==> src/ata_irq_pkg.sv <==
// Purpose: shared constants of the drive-interface interrupt/status block
// Assumes: byte-wide MCU external data space, 16-bit addresses
// Notes:   offsets are byte addresses in the MCU data space
`default_nettype none
package ata_irq_pkg;
  // register byte addresses
  localparam logic [15:0] ADDR_SRC2    = 16'hF0E8;
  localparam logic [15:0] ADDR_EN2     = 16'hF0E9;
  localparam logic [15:0] ADDR_STATUS  = 16'hF0EA;
  // second source register field positions
  localparam int          SRC2_NDA     = 0;  // nondata_cmd_mismatch
  localparam int          SRC2_DSEQ    = 1;  // packet_data_sequence_error
  localparam int          SRC2_SEQ     = 2;  // packet_sequence_error
  localparam int          SRC2_BSY     = 3;  // drive_busy_at_start
  localparam logic [7:0]  SRC2_IMPL    = 8'h0F;  // bits 7..4 reserved
  // status register field positions
  localparam int          STAT_OVRUN   = 0;
  localparam int          STAT_DMARQ   = 1;
  localparam int          STAT_DMACK   = 2;
  localparam int          STAT_INTRQ   = 3;
  // reset values
  localparam logic [7:0]  SRC2_RESET   = 8'h00;
  localparam logic [7:0]  EN2_RESET    = 8'h00;
  localparam logic        OVRUN_RESET  = 1'b0;
  // interrupt vector and packet command code
  localparam logic [7:0]  ATA_VECTOR   = 8'h48;
  localparam logic [7:0]  NO_VECTOR    = 8'h00;
  localparam logic [7:0]  PKT_CMD_CODE = 8'hA0;
  // first source register: drive interrupt and pending positions
  localparam int          SRC1_DRV_INT = 0;
  localparam int          SRC1_PEND    = 1;
  // pin synchroniser depth
  localparam int          SYNC_STAGES  = 2;
endpackage
`default_nettype wire

==> src/pin_sync.sv <==
// Purpose: two-flop synchroniser for asynchronous drive pins
// Assumes: each bit is an independent level
// Notes:   first stage feeds only the second stage
`default_nettype none
module pin_sync
  import ata_irq_pkg::*;
#(
  parameter int WIDTH = 3
) (
  // clock and reset
  input  wire logic             clk,
  input  wire logic             rst_n,
  // raw and synchronised levels
  input  wire logic [WIDTH-1:0] async_in,
  output var  logic [WIDTH-1:0] sync_out
);
  // refuse a width the flops cannot serve, and any depth but two
  if (WIDTH < 1 || SYNC_STAGES != 2) begin : g_bad_cfg
    $error("pin_sync: WIDTH below 1 or depth not two");
  end

  logic [WIDTH-1:0] meta_q;  // first stage, read only by second stage

  // both stages reset to low, pins idle low except active-low dmack_n, which idles high
  always_ff @(posedge clk) begin
    if (!rst_n) begin
      meta_q   <= '0;
      sync_out <= '0;
    end else begin
      meta_q   <= async_in;
      sync_out <= meta_q;
    end
  end
endmodule
`default_nettype wire

==> src/ata_bridge_irq_status.sv <==
// Purpose: second interrupt source/enable registers and interface status
// Assumes: transfer engine events are one-cycle pulses on clk
// Notes:   read data appears one cycle after the read strobe
//          drive pins reach the status register two flops late
//
// Functional notes
// - first sources except drive interrupt and pending bits join vector 0x48
// - pending flag when any second source active
// - mask bit one enables its source
// - bit0: nondata command but drive wants data
// - bit1: packet mode data phase sequence error
// - bit2: sequence error between A0h and packet
// - bit3: drive busy at start, suppress command
// - status bits 3..1 mirror pins, read-only
// - overrun flag when drive exceeds host length
// - overrun also raises byte count mismatch
// - auto PIO: interrupt with DRQ sets overrun
// - UDMA overrun: pause, flag on DMARQ not INTRQ
// - overrun cleared by write one or start
// - source bits clear only on write one
`default_nettype none
module ata_bridge_irq_status
  import ata_irq_pkg::*;
(
  // clock and reset
  input  wire logic        clk,
  input  wire logic        rst_n,
  // mcu external data space access
  input  wire logic [15:0] mcu_addr,
  input  wire logic        mcu_wr,
  input  wire logic        mcu_rd,
  input  wire logic [7:0]  mcu_wdata,
  output var  logic [7:0]  mcu_rdata,
  // first interrupt register set, held elsewhere
  input  wire logic [7:0]  irq_source_first_reg,
  input  wire logic [7:0]  irq_enable_first_reg,
  output var  logic        second_reg_pending_flag,
  // interrupt to the mcu
  output var  logic        ata_irq,
  output var  logic [7:0]  ata_irq_vector,
  // transfer engine events and modes
  input  wire logic        transfer_start_bit,
  input  wire logic        drive_busy,
  input  wire logic        cmd_issue,
  input  wire logic        nondata_cmd_cfg,
  input  wire logic        drive_drq,
  input  wire logic        packet_mode,
  input  wire logic        full_auto_seq,
  input  wire logic        cmd_code_wr,
  input  wire logic [7:0]  cmd_code,
  input  wire logic        packet_bytes_sent,
  input  wire logic        seq_err,
  input  wire logic        data_phase,
  input  wire logic        host_overrun,
  input  wire logic        pio_auto,
  input  wire logic        status_read_done,
  input  wire logic        udma_overrun,
  // outputs to transfer engine
  output var  logic        auto_cmd_go,
  output var  logic        byte_count_mismatch_irq,
  output var  logic        udma_pause,
  // drive pins, asynchronous
  input  wire logic        pin_dmarq,
  input  wire logic        pin_dmack_n,
  input  wire logic        pin_intrq
);
  // udma overrun arbitration states
  typedef enum logic [1:0] {OV_IDLE, OV_DROP, OV_WATCH} ov_state_t;

  logic [7:0] src2_q, src2_d;       // second interrupt sources
  logic [7:0] en2_q;                // second interrupt enables
  logic       ovrun_q, ovrun_d;     // device_overrun_flag
  logic       seq_win_q, seq_win_d; // between A0h and packet bytes
  ov_state_t  ov_q, ov_d;
  logic [2:0] pins_s;               // {intrq, dmack_n, dmarq} synced
  logic       dmarq_s, dmack_n_s, intrq_s;  // synced pin levels

  // pins are asynchronous to clk, so they pass two flops first
  // limitation: the status mirror lags the pins by two to three cycles
  pin_sync #(.WIDTH(3)) u_sync (
    .clk      (clk),
    .rst_n    (rst_n),
    .async_in ({pin_intrq, pin_dmack_n, pin_dmarq}),
    .sync_out (pins_s)
  );
  assign dmarq_s = pins_s[0];
  assign dmack_n_s = pins_s[1];
  assign intrq_s = pins_s[2];

  // address decode, used for both read and write
  function automatic logic hit(input logic [15:0] a, input logic [15:0] r);
    return a == r;
  endfunction
  wire wr_src2 = mcu_wr && hit(mcu_addr, ADDR_SRC2);
  wire wr_en2  = mcu_wr && hit(mcu_addr, ADDR_EN2);
  wire wr_stat = mcu_wr && hit(mcu_addr, ADDR_STATUS);

  // event detection for the second source register
  // every event is a one-cycle pulse from the engine, so no source
  // bit needs an edge detector of its own
  wire ev_nda  = cmd_issue && nondata_cmd_cfg && drive_drq;
  wire ev_dseq = packet_mode && seq_err && data_phase;
  wire ev_seq  = packet_mode && full_auto_seq && seq_err
                 && seq_win_q && !data_phase;
  wire ev_bsy  = transfer_start_bit && drive_busy;
  // busy drive must not get the automatic command
  wire go_d    = transfer_start_bit && !drive_busy;
  wire [7:0] ev2 = {4'h0, ev_bsy, ev_seq, ev_dseq, ev_nda};
  wire [7:0] clr2 = wr_src2 ? mcu_wdata : 8'h00;

  // a new event beats a same-cycle write-one clear
  // the clear mask only exists in the cycle of the write itself
  assign src2_d = ((src2_q & ~clr2) | ev2) & SRC2_IMPL;

  // packet window opens on A0h, closes once packet bytes go out
  wire a0_wr = cmd_code_wr && (cmd_code == PKT_CMD_CODE);
  assign seq_win_d = (a0_wr && packet_mode && full_auto_seq) ? 1'b1 :
                     packet_bytes_sent ? 1'b0 : seq_win_q;
  // limitation: a second A0h write while open just keeps it open

  // udma overrun: wait for dmarq to drop, then see who returns first
  // the drive either ends with an interrupt or asks for more data, and
  // only the second means it really holds more than the host wants
  always_comb begin
    ov_d = ov_q;
    unique case (ov_q)
      OV_IDLE:  if (udma_overrun) ov_d = OV_DROP;
      OV_DROP:  if (intrq_s) ov_d = OV_IDLE;
                else if (!dmarq_s) ov_d = OV_WATCH;
      OV_WATCH: if (intrq_s || dmarq_s) ov_d = OV_IDLE;
      default:  ov_d = OV_IDLE;  // unused code falls back to idle
    endcase
  end
  // intrq wins over dmarq when both show in the same cycle
  wire ev_udma = (ov_q == OV_WATCH) && dmarq_s && !intrq_s;

  // overrun sources; set wins over both kinds of clear
  // a pio overrun needs a finished status read that still shows drq
  wire ev_pio = pio_auto && status_read_done && drive_drq;
  wire ev_ov  = host_overrun || ev_pio || ev_udma;
  wire ov_clr = (wr_stat && mcu_wdata[STAT_OVRUN])
                || transfer_start_bit;
  assign ovrun_d = ev_ov ? 1'b1 : (ov_clr ? 1'b0 : ovrun_q);

  // interrupt combination; drive interrupt bit stays out of the vector
  // pending flag and irq both use masked sources, so a disabled
  // second source never reaches the mcu
  wire [7:0] act1  = irq_source_first_reg & irq_enable_first_reg;
  wire [7:0] act2  = src2_q & en2_q;
  wire       pend  = |act2;
  wire [7:0] keep1 = ~(8'h01 << SRC1_DRV_INT) & ~(8'h01 << SRC1_PEND);
  wire       irq_d = |(act1 & keep1) || pend;

  // read mux; reserved bits of status read zero
  // unmapped addresses read zero rather than stale data
  wire [7:0] stat_rd = {4'h0, intrq_s, dmack_n_s, dmarq_s,
                        ovrun_q};
  wire [7:0] rd_mux  = hit(mcu_addr, ADDR_SRC2)   ? src2_q  :
                       hit(mcu_addr, ADDR_EN2)    ? en2_q   :
                       hit(mcu_addr, ADDR_STATUS) ? stat_rd : 8'h00;

  // register state
  // the mask has no hardware setter, only the mcu write
  always_ff @(posedge clk) begin
    if (!rst_n) begin
      src2_q    <= SRC2_RESET;
      en2_q     <= EN2_RESET;
      ovrun_q   <= OVRUN_RESET;
      seq_win_q <= 1'b0;
      ov_q      <= OV_IDLE;
    end else begin
      src2_q    <= src2_d;
      ovrun_q   <= ovrun_d;
      seq_win_q <= seq_win_d;
      ov_q      <= ov_d;
      if (wr_en2) en2_q <= mcu_wdata;
    end
  end

  // registered outputs
  // everything the mcu or engine sees leaves a flop, one cycle late
  always_ff @(posedge clk) begin
    if (!rst_n) begin
      mcu_rdata               <= 8'h00;
      second_reg_pending_flag <= 1'b0;
      ata_irq                 <= 1'b0;
      ata_irq_vector          <= NO_VECTOR;
      auto_cmd_go             <= 1'b0;
      byte_count_mismatch_irq <= 1'b0;
      udma_pause              <= 1'b0;
    end else begin
      if (mcu_rd) mcu_rdata <= rd_mux;
      second_reg_pending_flag <= pend;
      ata_irq                 <= irq_d;
      ata_irq_vector          <= irq_d ? ATA_VECTOR : NO_VECTOR;
      auto_cmd_go             <= go_d;
      byte_count_mismatch_irq <= ev_ov;
      udma_pause              <= (ov_d != OV_IDLE);
    end
  end
endmodule
`default_nettype wire

==> config.mk <==
export PLATFORM = sky130hd
export DESIGN_NAME = ata_bridge_irq_status
export DESIGN_NICKNAME = d
export VERILOG_FILES = /design/src/ata_irq_pkg.sv /design/src/pin_sync.sv /design/src/ata_bridge_irq_status.sv
export SDC_FILE = /design/constraint.sdc
export NUM_CORES = 1
export LEC_CHECK = 0
export BUFFER_PORTS_ARGS = -buffer_cell sky130_fd_sc_hd__clkbuf_2
export CAP_MARGIN = 20
export CORE_ASPECT_RATIO = 0.6
export CORE_MARGIN = 2
export CORE_UTILIZATION = 43
export CTS_CLUSTER_DIAMETER = 80
export CTS_CLUSTER_SIZE = 30
export DETAILED_ROUTE_END_ITERATION = 8
export PLACE_DENSITY_LB_ADDON = 0.08
export SLEW_MARGIN = 20
export SYNTH_ARGS = -nofsm -noshare
export SYNTH_HDL_FRONTEND = slang
export SYNTH_SLANG_ARGS = --single-unit
==> constraint.sdc <==
create_clock -name clk -period 1.37 [get_ports clk]
set_input_delay 0.0685 -clock clk [delete_from_list [all_inputs] [get_ports clk]]
set_output_delay 0.0685 -clock clk [all_outputs]
set_load 0.02 [all_outputs]
==> results.ini <==
[floorplanning]
die-area_sq_mm = 0.00426
start_util_pct = 44.2
fp.dieW_um = 83.0
placementRows = 17
core_area_sq_mm = 0.00364
ios = 91
die_y_um = 51.4

[clock_network]
clockRootBuffer = clkbuf_8
clock-sinks = 35
cts_tree = built
htreeDepth = 2
numCtsBuffers = 5
cts.path.max_buffers = 2
post_cts_resized = 0
cts.clk_slew.worst_paths_ns = 0.07
clkLatencyLatePin_ns = 0.28

[worst_setup_path]
path_class = register to register
rr_startpoint = u_sync.sync_out[0]$_SDFF_PN0_
crit_path_end_kind = register
critPathMaxFanout = 3
critPathArrivalTime_ns = 1.34
worstSetupStartpointType = register
worstRegToRegCells = 4
regToRegEndpoint = ovrun_q$_SDFFE_PN0P_
reg2reg_slack_ns = 0.21
required_ns = 1.55

[placement]
place_ws_ns = 0.0145
postPlaceCellArea_sq_mm = 0.00201
io_buffers = 80
gp_congestion = 0.741
hpwl_um = 2790
placed_cells = 290

[sta]
fin_tns_setup_ns = 0
rsz0062_at_grt = false
fmax_mhz = 861
post-route-period-util_pct = 84.8
setup_viol = 0
finalHoldViolCount = 0
finalMaxSlewViolations = 0
fin_crit_ns = 1.16
clock_skew_ns = 0.00222
worst_slack_ns = 0.208

[finish]
drive_gt1_share_pct = 37.9
syn2layout_area_growth_pct = 33.0
final_area_sq_mm = 0.00214
final_core_util_pct = 58.9
nets = 325
instances_no_fill = 303
antenna_cells = 0

[yosys]
yosysWarnings = 0
synthFlopType = dfxtp_1
syn_inst = 171
synth_top_area_share_pct = 43.5
muxShareOfSynthArea_pct = 8.09
syn_area_sq_mm = 0.00161
synthTopCellsByArea = dfxtp_1, mux2i_1, nand2_1
yosys.cell_count.top_type = dfxtp_1
synthSimpleGateAreaFrac_pct = 25.0
yosysTopAreaCell = dfxtp_1
synth_compound_area_share_pct = 13.9
yosys-top-cells-count = dfxtp_1, nand2_1, mux2i_1, and2_1, buf_4
ys_seq_elements = 35
synth_xor_area_share_pct = 0.544
synth_edf_count = 0
async_flop_share_pct = 0
synth_area_per_cell_sq_um = 9.41
synth_top_family_by_area = simple AND/OR/NAND/NOR gates
ys_seq_area_share_pct = 43.5
ys_types = 38
yosys.area_share.adder_pct = 0

[route]
wl_met3_um = 322
drtIter0Drc = 82
wl_per_cell_um = 12.0
dr.pass1.iters = 4
totalWireLength_um = 3620
wl_met2_um = 1440
met1_length_um = 1820
drtAntennaViolNets = 0
top_layer_used = met4
vias = 1510
vias_per_cell = 4.98
drc = 0

[grt]
grt_max_degree = 27
grt_first_pass_wirelength_um = 6020
grtUsageTotal_pct = 18.1
grt_overflow = 0
antenna_found_initial = 0
first_global_vias = 1365

[run]
cap_viol_max_count = 0

[pwr]
irDropWorstVdd_mv = 0.521
switchingPower_uw = 519
p_per_area_mw_per_mm2 = 971
intPower_uw = 1560
clock_power_share_pct = 34.3
comb_power_share_pct = 14.1
power.leakage_uw = 0.00105
switching_share_pct = 25.0
pwr-share-seq_pct = 51.6

[min_path]
holdCritStartpoint = mcu_wdata[7]
hold_depth = 3
min_to = en2_q[7]$_SDFFE_PN0P_
min_path_type = primary input to register

[run_status]
status = finished, final reports clean

[power groups by stage]
stage | clock (uW) | combinational [uW] | sequential, uW
2_1_floorplan | 0 | 148 | 1110
3_3_place_gp | 0 | 280 | 1100
3_5_place_dp | 0 | 283 | 1100
4_1_cts | 727 | 295 | 1070
5_1_grt | 788 | 323 | 1080
6_report | 713 | 293 | 1070
[per-stage QoR]
step / hold slack, ns / total power, uW
CTS: 0.000909 / 2100
detailed placement: 0.274 / 1380
floorplan: 0.190 / 1260
global placement: 0.271 / 1380
finish: 0.00415 / 2080
global route: 0.0244 / 2190
[worst max path at each step]
stage,startpoint,endpoint,cells past startpoint
floorplan,mcu_addr[1],src2_q[0]$_SDFF_PN0_,7
global placement,mcu_addr[9],en2_q[2]$_SDFFE_PN0P_,6
detailed placement,mcu_addr[9],en2_q[1]$_SDFFE_PN0P_,6
CTS,u_sync.sync_out[0]$_SDFF_PN0_,ovrun_q$_SDFFE_PN0P_,4
global route,u_sync.sync_out[0]$_SDFF_PN0_,udma_pause$_SDFF_PN0_,4
finish,u_sync.sync_out[0]$_SDFF_PN0_,ovrun_q$_SDFFE_PN0P_,4
[registers in the layout, indices dropped and copies added (netlist names), 2 cells and up]
| register | cells |
|---|---|
| src2_q | 4 |
| mcu_rdata | 8 |
| en2_q | 8 |
| u_sync.meta_q | 3 |
| ov_q | 2 |
| u_sync.sync_out | 3 |
[what timing repair did]
action	in CTS	in global routing
endpoints found under the hold margin	5	0
buffers inserted	0	0
hold buffers	5	0
[placed cells by master (no fill, tap or decap), types with 2 or more instances in the layout]
cell           netlist  layout
a21boi_1             4       4
nor4b_1              2       2
inv_1                3       3
clkbuf_2             0      80
clkbuf_1             3       2
nand2_1             20      20
dfxtp_1             35      35
nand3_1              6       6
o21a_1               7       7
a22oi_1              5       5
a31oi_1              4       4
dlygate4sd3_1        0       5
and4_1               2       2
and2_1               8       8
and3b_1              4       4
a21oi_1              4       4
clkbuf_8             0       5
nor2_1               3       3
nand2b_1             5       5
o21ai_0              5       5
buf_4                8       4
nand4_1              7       7
conb_1               1       6
and3_1               2       2
mux2i_1             13      13
[worst max-delay path, cell delays in order, from the launching register on]
cell      delay (ns)
dfxtp_1         0.34
nor2b_1         0.15
and3b_1         0.18
o31a_1          0.25
nand2b_1        0.14
[routing by layer]
metal	vias up	GRT usage [%]
met5	-	0
met4	0	6.56
met3	7	6.79
met2	65	26.6
met1	675	24.4
li1	763	-
[cell families after synthesis]
| family | Yosys count |
|---|---|
| other | 1 |
| DFF | 35 |
| AOI/OAI and AO/OA | 33 |
| xor gates and xnor gates | 1 |
| and+or+nand+nor | 67 |
| muxes | 13 |
| buffers and inverters | 21 |
[cell type report]
type | instances | area [sq um]
Inverter | 3 | 11.3
Tap cell | 47 | 58.8
Fill cell | 335 | 1500
Clock buffer | 7 | 76.3
Timing Repair Buffer | 90 | 500
Clock inverter | 1 | 5.00
Sequential cell | 35 | 701
Multi-Input combinational cell | 120 | 788
(Power assumes the default switching activity.)
